<file path="src/verilog/scs_pkg.sv">
`default_nettype none
package scs_pkg;
   // ****************************************************************
   // Register map.
   // ****************************************************************
   localparam int ADDR_W = 6;
   localparam int DATA_W = 8;
   localparam logic [5:0] REG_COMMAND = 6'h00;
   localparam logic [5:0] REG_RESPONSE = 6'h01;
   localparam logic [5:0] REG_WRITE_MAILBOX = 6'h02;
   localparam logic [5:0] REG_READ_MAILBOX = 6'h03;
   localparam logic [5:0] REG_SLAVE_ADDR = 6'h04;
   localparam logic [5:0] REG_SEQ_STATUS = 6'h05;
   localparam logic [5:0] REG_RESULT_FIRST = 6'h10;
   localparam logic [5:0] REG_RESULT_LAST = 6'h1B;
   localparam logic [5:0] REG_CAL_FIRST = 6'h22;
   localparam logic [5:0] REG_CAL_LAST = 6'h2D;
   localparam int NUM_CH = 6;
   localparam int CAL_BYTES = 12;
   // ****************************************************************
   // Command codes and response codes.
   // ****************************************************************
   localparam logic [7:0] CMD_NO_OPERATION = 8'h00;
   localparam logic [7:0] CMD_SOFT_RESET = 8'h01;
   localparam logic [7:0] CMD_SLAVE_ADDRESS_CHANGE = 8'h02;
   localparam logic [7:0] CMD_PROXIMITY_SINGLE_SHOT = 8'h05;
   localparam logic [7:0] CMD_AMBIENT_SINGLE_SHOT = 8'h06;
   localparam logic [7:0] CMD_BOTH_GROUPS_SINGLE_SHOT = 8'h07;
   localparam logic [7:0] CMD_PROXIMITY_SUSPEND = 8'h09;
   localparam logic [7:0] CMD_AMBIENT_SUSPEND = 8'h0A;
   localparam logic [7:0] CMD_BOTH_GROUPS_SUSPEND = 8'h0B;
   localparam logic [7:0] CMD_PROXIMITY_AUTONOMOUS_START = 8'h0D;
   localparam logic [7:0] CMD_AMBIENT_AUTONOMOUS_START = 8'h0E;
   localparam logic [7:0] CMD_BOTH_GROUPS_AUTONOMOUS_START = 8'h0F;
   localparam logic [7:0] CMD_CALIBRATION_FETCH = 8'h12;
   localparam logic [2:0] CMD_SETTINGS_QUERY = 3'h4;
   localparam logic [2:0] CMD_SETTINGS_STORE = 3'h5;
   localparam logic [7:0] RESP_INVALID_SETTING = 8'h80;
   localparam logic [7:0] RESP_OVERFLOW_BASE = 8'h88;
   // ****************************************************************
   // Settings memory layout and reset values.
   // ****************************************************************
   localparam int NUM_SETTINGS = 32;
   localparam logic [4:0] SET_SLAVE_ADDR = 5'h00;
   localparam logic [4:0] SET_CHANNEL_SELECT_LIST = 5'h01;
   localparam logic [4:0] SET_WAKEUP_INTERVAL_LO = 5'h08;
   localparam logic [4:0] SET_WAKEUP_INTERVAL_HI = 5'h09;
   localparam logic [7:0] CHANNEL_LIST_RESERVED = 8'h88;
   localparam logic [6:0] SLAVE_ADDR_RESET = 7'h2A;
   // ****************************************************************
   // Timing: one wakeup-interval unit.
   // ****************************************************************
   localparam int CLK_PERIOD_NS = 40;
   localparam int INTERVAL_UNIT_NS = 31250;
   localparam int INTERVAL_UNIT_CYCLES = INTERVAL_UNIT_NS / CLK_PERIOD_NS;
   // ****************************************************************
   // Carriers to the conversion front end.
   // ****************************************************************
   typedef struct packed {
      logic start;
      logic [2:0] chan;
   } scs_meas_req_s;
   typedef struct packed {
      logic done;
      logic overflow;
      logic [15:0] value;
   } scs_meas_ans_s;
endpackage
`default_nettype wire

</file>
<file path="src/verilog/scs_sensor_command_sequencer.sv">
`default_nettype none
module scs_sensor_command_sequencer #(
   parameter int UNIT_CYCLES = scs_pkg::INTERVAL_UNIT_CYCLES
) (
   input wire logic mclk,
   input wire logic rst_b,
   input wire logic [5:0] reg_addr,
   input wire logic [7:0] reg_wdata,
   input wire logic reg_wr,
   input wire logic reg_rd,
   output logic [7:0] reg_rdata,
   output scs_pkg::scs_meas_req_s meas_req,
   input wire scs_pkg::scs_meas_ans_s meas_ans,
   input wire logic [95:0] calib_data,
   output logic [6:0] slave_addr,
   output logic seq_awake
);
   generate
      if (UNIT_CYCLES < 1 || UNIT_CYCLES > 65535) begin : g_bad_unit
         $error("UNIT_CYCLES out of range");
      end
   endgenerate

   typedef enum logic [2:0] {ST_SLEEP, ST_EXEC, ST_SCAN, ST_WAIT} scs_state_e;

   scs_state_e state;
   scs_state_e next_state;
   logic [7:0] cmd_reg;
   logic cmd_pending;
   logic [7:0] cur_cmd;
   logic [7:0] write_mailbox;
   logic [7:0] read_mailbox;
   logic [7:0] response;
   logic [7:0] settings [scs_pkg::NUM_SETTINGS];
   logic [15:0] results [scs_pkg::NUM_CH];
   logic [7:0] cal_regs [scs_pkg::CAL_BYTES];
   logic [5:0] scan_mask;
   logic [2:0] cur_ch;
   logic periodic;
   logic prox_auto;
   logic amb_auto;
   logic rate_due;
   logic [15:0] unit_cnt;
   logic [15:0] interval_cnt;
   logic [15:0] wakeup_interval;
   logic [7:0] channel_select_list;
   logic [5:0] auto_mask;
   logic [4:0] cur_idx;
   logic exec;
   logic is_query;
   logic is_store;
   logic store_invalid;
   logic is_nop;
   logic is_reset;
   logic is_addr;
   logic is_force;
   logic is_suspend;
   logic is_start;
   logic is_cal;
   logic scan_end;
   logic ok_done;
   logic meas_ovf;
   logic [5:0] force_mask;
   logic [2:0] first_ch;
   logic [7:0] next_rdata;

   // ****************************************************************
   // Command decode.
   // ****************************************************************
   assign wakeup_interval = {settings[scs_pkg::SET_WAKEUP_INTERVAL_HI],
                             settings[scs_pkg::SET_WAKEUP_INTERVAL_LO]};
   assign channel_select_list = settings[scs_pkg::SET_CHANNEL_SELECT_LIST];
   assign auto_mask = {prox_auto ? 3'h0 : 3'h0, 3'h0} |
                      {amb_auto ? channel_select_list[6:4] : 3'h0,
                       prox_auto ? channel_select_list[2:0] : 3'h0};
   assign cur_idx = cur_cmd[4:0];
   assign exec = (state == ST_EXEC);
   assign is_query = exec && (cur_cmd[7:5] == scs_pkg::CMD_SETTINGS_QUERY);
   assign is_store = exec && (cur_cmd[7:5] == scs_pkg::CMD_SETTINGS_STORE);
   assign store_invalid = is_store && (cur_idx == scs_pkg::SET_CHANNEL_SELECT_LIST) &&
                          ((write_mailbox & scs_pkg::CHANNEL_LIST_RESERVED) != 8'h00);
   assign is_nop = exec && (cur_cmd == scs_pkg::CMD_NO_OPERATION);
   assign is_reset = exec && (cur_cmd == scs_pkg::CMD_SOFT_RESET);
   assign is_addr = exec && (cur_cmd == scs_pkg::CMD_SLAVE_ADDRESS_CHANGE);
   assign is_force = exec && (cur_cmd == scs_pkg::CMD_PROXIMITY_SINGLE_SHOT ||
                              cur_cmd == scs_pkg::CMD_AMBIENT_SINGLE_SHOT ||
                              cur_cmd == scs_pkg::CMD_BOTH_GROUPS_SINGLE_SHOT);
   assign is_suspend = exec && (cur_cmd == scs_pkg::CMD_PROXIMITY_SUSPEND ||
                                cur_cmd == scs_pkg::CMD_AMBIENT_SUSPEND ||
                                cur_cmd == scs_pkg::CMD_BOTH_GROUPS_SUSPEND);
   assign is_start = exec && (cur_cmd == scs_pkg::CMD_PROXIMITY_AUTONOMOUS_START ||
                              cur_cmd == scs_pkg::CMD_AMBIENT_AUTONOMOUS_START ||
                              cur_cmd == scs_pkg::CMD_BOTH_GROUPS_AUTONOMOUS_START);
   assign is_cal = exec && (cur_cmd == scs_pkg::CMD_CALIBRATION_FETCH);
   // Single-shot passes select groups from the low two code bits.
   assign force_mask = {cur_cmd[1] ? channel_select_list[6:4] : 3'h0,
                        cur_cmd[0] ? channel_select_list[2:0] : 3'h0};
   assign scan_end = (state == ST_SCAN) && (scan_mask == 6'h00);
   assign meas_ovf = (state == ST_WAIT) && meas_ans.done && meas_ans.overflow;
   assign ok_done = (is_query || (is_store && !store_invalid) || is_suspend || is_start ||
                     (scan_end && !periodic));

   always_comb begin
      first_ch = 3'h0;
      for (int i = scs_pkg::NUM_CH - 1; i >= 0; i--) begin
         if (scan_mask[i]) begin
            first_ch = 3'(i);
         end
      end
   end

   // ****************************************************************
   // Host register port.
   // ****************************************************************
   always_ff @(posedge mclk) begin
      if (!rst_b) begin
         cmd_reg <= 8'h00;
         cmd_pending <= 1'b0;
         write_mailbox <= 8'h00;
      end else begin
         if (reg_wr && reg_addr == scs_pkg::REG_COMMAND) begin
            cmd_reg <= reg_wdata;
            cmd_pending <= 1'b1;
         end else if (state == ST_SLEEP) begin
            cmd_pending <= 1'b0;
         end
         if (reg_wr && reg_addr == scs_pkg::REG_WRITE_MAILBOX) begin
            write_mailbox <= reg_wdata;
         end
      end
   end

   always_comb begin
      next_rdata = 8'h00;
      case (reg_addr)
         scs_pkg::REG_COMMAND: next_rdata = cmd_reg;
         scs_pkg::REG_RESPONSE: next_rdata = response;
         scs_pkg::REG_WRITE_MAILBOX: next_rdata = write_mailbox;
         scs_pkg::REG_READ_MAILBOX: next_rdata = read_mailbox;
         scs_pkg::REG_SLAVE_ADDR: next_rdata = {1'b0, slave_addr};
         scs_pkg::REG_SEQ_STATUS: next_rdata = {seq_awake, periodic, 4'h0, amb_auto, prox_auto};
         default: begin
            if (reg_addr >= scs_pkg::REG_RESULT_FIRST && reg_addr <= scs_pkg::REG_RESULT_LAST) begin
               next_rdata = reg_addr[0] ? results[3'((reg_addr - scs_pkg::REG_RESULT_FIRST) >> 1)][15:8]
                                        : results[3'((reg_addr - scs_pkg::REG_RESULT_FIRST) >> 1)][7:0];
            end else if (reg_addr >= scs_pkg::REG_CAL_FIRST && reg_addr <= scs_pkg::REG_CAL_LAST) begin
               next_rdata = cal_regs[4'(reg_addr - scs_pkg::REG_CAL_FIRST)];
            end
         end
      endcase
   end

   always_ff @(posedge mclk) begin
      if (!rst_b) begin
         reg_rdata <= 8'h00;
      end else begin
         reg_rdata <= reg_rd ? next_rdata : 8'h00;
      end
   end

   // ****************************************************************
   // Sequencer state machine.
   // ****************************************************************
   always_comb begin
      next_state = state;
      case (state)
         ST_SLEEP: begin
            if (cmd_pending) begin
               next_state = ST_EXEC;
            end else if (rate_due && auto_mask != 6'h00) begin
               next_state = ST_SCAN;
            end
         end
         ST_EXEC: next_state = is_force ? ST_SCAN : ST_SLEEP;
         ST_SCAN: next_state = (scan_mask == 6'h00) ? ST_SLEEP : ST_WAIT;
         ST_WAIT: next_state = meas_ans.done ? ST_SCAN : ST_WAIT;
         default: next_state = ST_SLEEP;
      endcase
   end

   always_ff @(posedge mclk) begin
      if (!rst_b) begin
         state <= ST_SLEEP;
         seq_awake <= 1'b0;
         cur_cmd <= 8'h00;
         scan_mask <= 6'h00;
         cur_ch <= 3'h0;
         periodic <= 1'b0;
         meas_req <= '0;
      end else begin
         state <= next_state;
         seq_awake <= (next_state != ST_SLEEP);
         meas_req.start <= 1'b0;
         case (state)
            ST_SLEEP: begin
               if (cmd_pending) begin
                  cur_cmd <= cmd_reg;
               end else if (rate_due && auto_mask != 6'h00) begin
                  scan_mask <= auto_mask;
                  periodic <= 1'b1;
               end
            end
            ST_EXEC: begin
               if (is_force) begin
                  scan_mask <= force_mask;
                  periodic <= 1'b0;
               end
            end
            ST_SCAN: begin
               if (scan_mask != 6'h00) begin
                  cur_ch <= first_ch;
                  scan_mask[first_ch] <= 1'b0;
                  meas_req.start <= 1'b1;
                  meas_req.chan <= first_ch;
               end
            end
            default: begin
            end
         endcase
      end
   end

   // ****************************************************************
   // Response register.
   // ****************************************************************
   always_ff @(posedge mclk) begin
      if (!rst_b) begin
         response <= 8'h00;
      end else if (is_nop || is_reset) begin
         response <= 8'h00;
      end else if (store_invalid) begin
         response <= scs_pkg::RESP_INVALID_SETTING;
      end else if (meas_ovf) begin
         response <= scs_pkg::RESP_OVERFLOW_BASE + {5'h00, cur_ch} +
                     ((cur_ch >= 3'h3) ? 8'h01 : 8'h00);
      end else if (ok_done && response[7:4] == 4'h0) begin
         response <= {4'h0, response[3:0] + 4'h1};
      end
   end

   // ****************************************************************
   // Settings memory and mailboxes.
   // ****************************************************************
   always_ff @(posedge mclk) begin
      if (!rst_b || is_reset) begin
         for (int i = 0; i < scs_pkg::NUM_SETTINGS; i++) begin
            settings[i] <= 8'h00;
         end
         settings[scs_pkg::SET_SLAVE_ADDR] <= {1'b0, scs_pkg::SLAVE_ADDR_RESET};
         read_mailbox <= 8'h00;
      end else if (is_query) begin
         read_mailbox <= settings[cur_idx];
      end else if (is_store && !store_invalid) begin
         settings[cur_idx] <= write_mailbox;
         read_mailbox <= write_mailbox;
      end
   end

   always_ff @(posedge mclk) begin
      if (!rst_b) begin
         slave_addr <= scs_pkg::SLAVE_ADDR_RESET;
      end else if (is_addr) begin
         slave_addr <= settings[scs_pkg::SET_SLAVE_ADDR][6:0];
      end
   end

   // ****************************************************************
   // Autonomous enables and wakeup timer.
   // ****************************************************************
   always_ff @(posedge mclk) begin
      if (!rst_b || is_reset) begin
         prox_auto <= 1'b0;
         amb_auto <= 1'b0;
      end else if (is_start) begin
         prox_auto <= prox_auto | cur_cmd[0];
         amb_auto <= amb_auto | cur_cmd[1];
      end else if (is_suspend) begin
         prox_auto <= prox_auto & ~cur_cmd[0];
         amb_auto <= amb_auto & ~cur_cmd[1];
      end
   end

   always_ff @(posedge mclk) begin
      if (!rst_b || wakeup_interval == 16'h0000 || is_start || !(prox_auto || amb_auto)) begin
         unit_cnt <= 16'h0000;
         interval_cnt <= 16'h0000;
         rate_due <= 1'b0;
      end else begin
         if (unit_cnt == 16'(UNIT_CYCLES - 1)) begin
            unit_cnt <= 16'h0000;
            if (interval_cnt == wakeup_interval - 16'h0001) begin
               interval_cnt <= 16'h0000;
               rate_due <= 1'b1;
            end else begin
               interval_cnt <= interval_cnt + 16'h0001;
            end
         end else begin
            unit_cnt <= unit_cnt + 16'h0001;
            if (state == ST_SLEEP && !cmd_pending) begin
               rate_due <= 1'b0;
            end
         end
      end
   end

   // ****************************************************************
   // Result and calibration registers.
   // ****************************************************************
   always_ff @(posedge mclk) begin
      if (!rst_b) begin
         for (int i = 0; i < scs_pkg::NUM_CH; i++) begin
            results[i] <= 16'h0000;
         end
      end else if (state == ST_WAIT && meas_ans.done) begin
         results[cur_ch] <= meas_ans.value;
      end
   end

   always_ff @(posedge mclk) begin
      if (!rst_b) begin
         for (int i = 0; i < scs_pkg::CAL_BYTES; i++) begin
            cal_regs[i] <= 8'h00;
         end
      end else if (is_cal) begin
         for (int i = 0; i < scs_pkg::CAL_BYTES; i++) begin
            cal_regs[i] <= calib_data[i * 8 +: 8];
         end
      end
   end
endmodule // scs_sensor_command_sequencer
`default_nettype wire

</file>
<file path="config.mk">
export PLATFORM = sky130hd
export DESIGN_NAME = scs_sensor_command_sequencer
export DESIGN_NICKNAME = d
export VERILOG_FILES = /design/src/verilog/scs_pkg.sv /design/src/verilog/scs_sensor_command_sequencer.sv
export SDC_FILE = /design/constraint.sdc
export NUM_CORES = 1
export LEC_CHECK = 0
export ABC_AREA = 1
export CAP_MARGIN = 5
export CORE_MARGIN = 2
export CORE_UTILIZATION = 50
export DETAILED_ROUTE_END_ITERATION = 16
export DONT_BUFFER_PORTS = 1
export GPL_ROUTABILITY_DRIVEN = 0
export GPL_TIMING_DRIVEN = 0
export PLACE_DENSITY_LB_ADDON = 0.2
export SYNTH_ARGS = -nofsm -noshare
export SYNTH_HDL_FRONTEND = slang
export SYNTH_SLANG_ARGS = --single-unit
</file>
<file path="constraint.sdc">
create_clock -name mclk -period 6.6 [get_ports mclk]
set_input_delay 0.99 -clock mclk [delete_from_list [all_inputs] [get_ports mclk]]
set_output_delay 0.99 -clock mclk [all_outputs]
set_load 0.005 [all_outputs]
</file>
# Yosys cells after proc, flatten, opt, wreduce, memory -nomap -nowiden
# Memories as Yosys holds them, arrays and structs flattened. A register that Yosys moved wholly into a read port is not among the register bits.
# Index checks and enable logic that the tools add are counted.
word_totals:
  mem_bits_rw: 448
  memories: 3
  ff_bits: 91
  out_inout_bits: 20
memory_table:
  columns: ["name", "depth", "word_bits", "read_ports", "rd_ports_with_merged_regs", "write_ports", "line", "rtl"]
  rows:
  - ["settings", 32, 8, 5, 2, 32, "scs_sensor_command_sequencer.sv:34", "logic [7:0] settings [scs_pkg::NUM_SETTINGS];"]
  - ["cal_regs", 12, 8, 1, 0, 12, "scs_sensor_command_sequencer.sv:36", "logic [7:0] cal_regs [scs_pkg::CAL_BYTES];"]
  - ["results", 6, 16, 1, 0, 6, "scs_sensor_command_sequencer.sv:35", "logic [15:0] results [scs_pkg::NUM_CH];"]
classes:
  muxes: 78
  add_sub_neg: 8
  bitwise_logic: 22
  n_reduce_logical: 76
  n_eq_ne: 30
  magnitude_cmp: 7
ops:
  columns: ["operator", "count"]
  rows:
  - ["$mux W8", 20]
  - ["$eq A8 B4 Y1 const B", 6]
  - ["$pmux W8 S6", 1]
  - ["$mux W3", 13]
  - ["$add A16 B1 Y16 const B", 2]
  - ["$mux W16", 2]
  - ["$mux W1", 30]
  - ["$eq A8 B3 Y1 const B", 3]
  - ["$logic_and A1 B1 Y1", 24]
  - ["$mux W6", 4]
  - ["$pmux W6 S3", 1]
  - ["$eq A16 B10 Y1 const B", 1]
  - ["$eq A16 B16 Y1", 1]
  - ["$logic_not A16 Y1", 1]
  - ["$logic_or A1 B1 Y1", 16]
  - ["$reduce_or A16 Y1", 1]
  - ["$sub A16 B1 Y16 const B", 1]
  - ["$or A1 B1 Y1", 15]
  - ["$eq A6 B2 Y1 const B", 2]
  - ["$eq A6 B3 Y1 const B", 2]
  - ["$logic_not A6 Y1", 2]
  - ["$pmux W3 S4", 1]
  - ["$reduce_bool A2 Y1", 6]
  - ["$reduce_bool A6 Y1", 2]
  - ["43 further kinds", 64]

# Logic depth before layout (Yosys ltp)
logic_depth:
  word_depth: 14
  mapped_depth: 16
  depth_no_buf: 16

# Worst setup path before layout
# OpenSTA, ideal clock, no wires.
synth_path:
  kind: "input -> register"
  from: "input port rst_b"
  to: "memory cal_regs[0][0], enable pin"
  n_path_buf: 2
  stages: 3
  arrival_ps: 3129
  setup_time_ps: 901
  slack_ps: 2571
  path_cell_list: "clkbuf_1 clkbuf_1 nand2_1"
synth_rtl:
  columns: ["item", "line", "rtl"]
  rows:
  - ["from (decl)", "scs_sensor_command_sequencer.sv:6", "input wire logic rst_b,"]
  - ["to (decl)", "scs_sensor_command_sequencer.sv:36", null]

==> flow_metrics.py <==
metrics = {
    "yosys": {
        "synth_enable_flop_cells": 466,
        "netlist_area_um2": 26600,
        "synth_warnings": 0,
        "ys_ff_latch": 570,
        "ys_seq_area_frac": 0.604,
        "syn_inst": 2940,
        "synth_top_flop_cell": "edfxtp_1",
        "syn_area_per_cell_um2": 9.06,
        "synthDistinctLibCells": 54,
        "ys_async_sr_fraction": 0,
    },
    "final_layout": {
        "syn2layout_area_growth_pct": 11.1,
        "layout_commonest_cell": "nand2_1",
        "layout_common_cells": "669 x nand2_1, 643 x nor2_1, 466 x edfxtp_1",
        "reg_top3": "settings x256, results x114, cal_regs x96",
        "top_register": "settings",
        "fin_area_um2": 29600,
        "largest_register_ffs": 256,
        "fillCellCount": 4653,
        "drive_gt1_frac": 0.0651,
        "num-nets-final": 3149,
        "diodes": 0,
    },
    "clock_network": {
        "cts_tree": "yes",
        "clk_latency_ns": 0.63,
        "postCtsHoldBufs": 0,
        "h-tree-depth": 2,
        "cts_made_buffers": 60,
        "cts.repair.resized": 0,
        "cts-root-buf": "clkbuf_16",
        "clk_pin_slew_ns": 0.06,
        "clockBufferDepth": 3,
        "clock_sinks": 570,
        "cts_setup_buffers": 0,
    },
    "route": {
        "drt_iter0_markers": 2739,
        "drc": 0,
        "ant_nets": 0,
        "num_vias": 21700,
        "dr.pass1.iters": 6,
        "via_per_inst": 5.79,
        "drt_wl_total_um": 81300,
        "wl_per_cell_um": 21.7,
    },
    "pwr": {
        "power.total_mw": 7.81,
        "irDropWorstVdd_mv": 0.216,
        "p_int_mw": 6.08,
        "clkPwrFrac": 0.444,
        "power_frac_seq": 0.514,
        "p_comb_frac": 0.042,
        "p_leak_nw": 11.6,
        "power_density_nw_per_um2": 264,
        "p_switching_mw": 1.72,
        "switching_share": 0.221,
    },
    "global_route": {
        "grt_max_degree": 68,
        "grtUsageTotal": 0.288,
        "first_global_vias": 20800,
        "gr-total-overflow": 0,
        "grt_pass1_wl_um": 122000,
        "grt_antenna_before_repair": 1,
    },
    "die": {
        "coreArea_um2": 52600,
        "die_area_um2": 55100,
        "die_w_um": 235,
        "initial_utilization": 0.507,
        "die_y_um": 235,
        "row_count": 84,
        "pin_count": 152,
    },
    "place": {
        "pre_cts_slack_ns": 2.84,
        "hpwl_um": 57800,
        "place.port_buffers": 0,
        "postPlaceCellArea_um2": 27600,
    },
    "critical_path": {
        "path_cells": "inv_1 > nor3_1 > inv_1 > nor2_4 > inv_1 > nor2_2 > nand2_1 > nand2_1 > clkbuf_1 > nand2_1",
        "cp.required_ns": 6.75,
        "path_delay_family": "simple AND/OR/NAND/NOR gates",
        "cp_max_fo": 16,
        "critPathMaxStageDelay_ns": 0.75,
        "cp.buffers_inverters": 4,
        "worstPathArrival_ns": 3.48,
        "end_kind": "flip-flop",
        "start_kind": "flip-flop",
        "crit_slowest_cell": "nand2_1",
        "critPathKind": "flip-flop to flip-flop",
    },
    "timing": {
        "hold_viol": 0,
        "tightest_slew_ns": 1.02,
        "finClkSkew_ns": 0.0126,
        "finalCriticalPeriod_ns": 3.33,
        "rsz0062_at_grt": "false",
        "slew_headroom": 0.318,
        "clock.fmax_mhz": 300,
        "timing.final.crit_share": 0.504,
        "fin_setup_tns_ns": 0,
        "layout_setup_ws_ns": 3.27,
        "drv_slew": 0,
        "setup_violations": 0,
    },
    "worst_hold_path": {
        "hp-class": "flip-flop to flip-flop",
    },
    "status": {
        "outcome": "completed",
    },
    "job": {
        "maxCapViolCount": 0,
    },
}
cell type report:
type,instances,area (um2),share of cell area
clock buffers,87,1820,0.0615
multi-input cells,1938,8870,0.300
repair buffers,3,42.5,0.00144
inverters,312,1170,0.0397
flip-flops and latches,570,16100,0.543
well taps,688,861,0.0291
plain buffers,122,529,0.0179
clock inverters,26,211,0.00715
final timing paths:
kind | from | endpoint | slack [ns] | cells past startpoint
worst max-delay path | state[0] | results[3][5] | 3.27 | 10
worst min-delay path | unit_cnt[0] | unit_cnt[0] | 0.47 | 1
worst max register to register | state[0] | results[3][5] | 3.27 | 10
worst min register to register | unit_cnt[0] | unit_cnt[0] | 0.47 | 1
cells by family (layout without fill, tap and decap cells):
family	after synthesis	after routing	share of synthesized area
buffers and inverters	434	550	0.0640
flip-flops	570	570	0.604
XOR/XNOR	23	23	0.00757
AND/OR/NAND/NOR	1587	1587	0.246
other	1	3	0.000141
multiplexers	1	1	0.000376
adder cells (fa/ha/maj)	10	10	0.00470
AO/OA/AOI/OAI	314	314	0.0732
cell usage after synthesis (6+ instances only):
cell type / instances / area (um2)
nand2_1: 670 / 2510
inv_1: 293 / 1100
o22ai_1: 25 / 156
xor2_1: 16 / 140
nand3_1: 130 / 651
nor2_2: 7 / 43.8
buf_1: 9 / 33.8
nor3_1: 21 / 105
dfxtp_1: 104 / 2080
inv_2: 6 / 22.5
o21ai_0: 77 / 385
a22oi_1: 66 / 495
clkinv_1: 12 / 45.0
a31oi_1: 8 / 50.1
o2111ai_1: 14 / 123
clkbuf_1: 78 / 293
ha_1: 10 / 125
o211ai_1: 10 / 75.1
buf_2: 30 / 150
nor2_1: 643 / 2410
nand4_1: 51 / 319
or2_2: 13 / 81.3
edfxtp_1: 466 / 14000
nand3b_1: 7 / 52.6
a21oi_1: 87 / 435
nand2_2: 21 / 131
xnor2_1: 7 / 61.3
a22o_1: 6 / 52.6
layer usage:
layer / GRT usage / vias up / share of wire
met5: 0 / - / 0.00021
met4: 0.128 / 2 / 0.044
met3: 0.0589 / 227 / 0.098
met1: 0.393 / 10400 / 0.41
met2: 0.446 / 1144 / 0.45
li1: - / 9882 / -
stage by stage:
stage | hold WS [ns] | instances | utilization
floorplan | 0.430 | 2942 | -
global placement | 0.442 | 3630 | 0.523
detailed placement | 0.463 | 3633 | 0.524
CTS | 0.478 | 3746 | 0.563
global route | 0.496 | 3746 | 0.563
finish | 0.472 | 3746 | 0.563
power groups by stage:
stage / Combinational (mW) / Clock [mW] / Sequential [mW]
2_1_floorplan: 0.207 / 0 / 4.08
3_3_place_gp: 0.310 / 0 / 4.09
3_5_place_dp: 0.319 / 0 / 4.09
4_1_cts: 0.320 / 3.47 / 4.01
5_1_grt: 0.354 / 3.62 / 4.02
6_report: 0.326 / 3.47 / 4.01
worst reg2reg max path, delay by kind of cell, from the launching register on:
family | cells | cell delay, ns
buf+inv | 4 | 0.85
simple gates | 6 | 1.65
flops | 1 | 0.34
No activity file was read; power rests on OpenSTA's default activity.
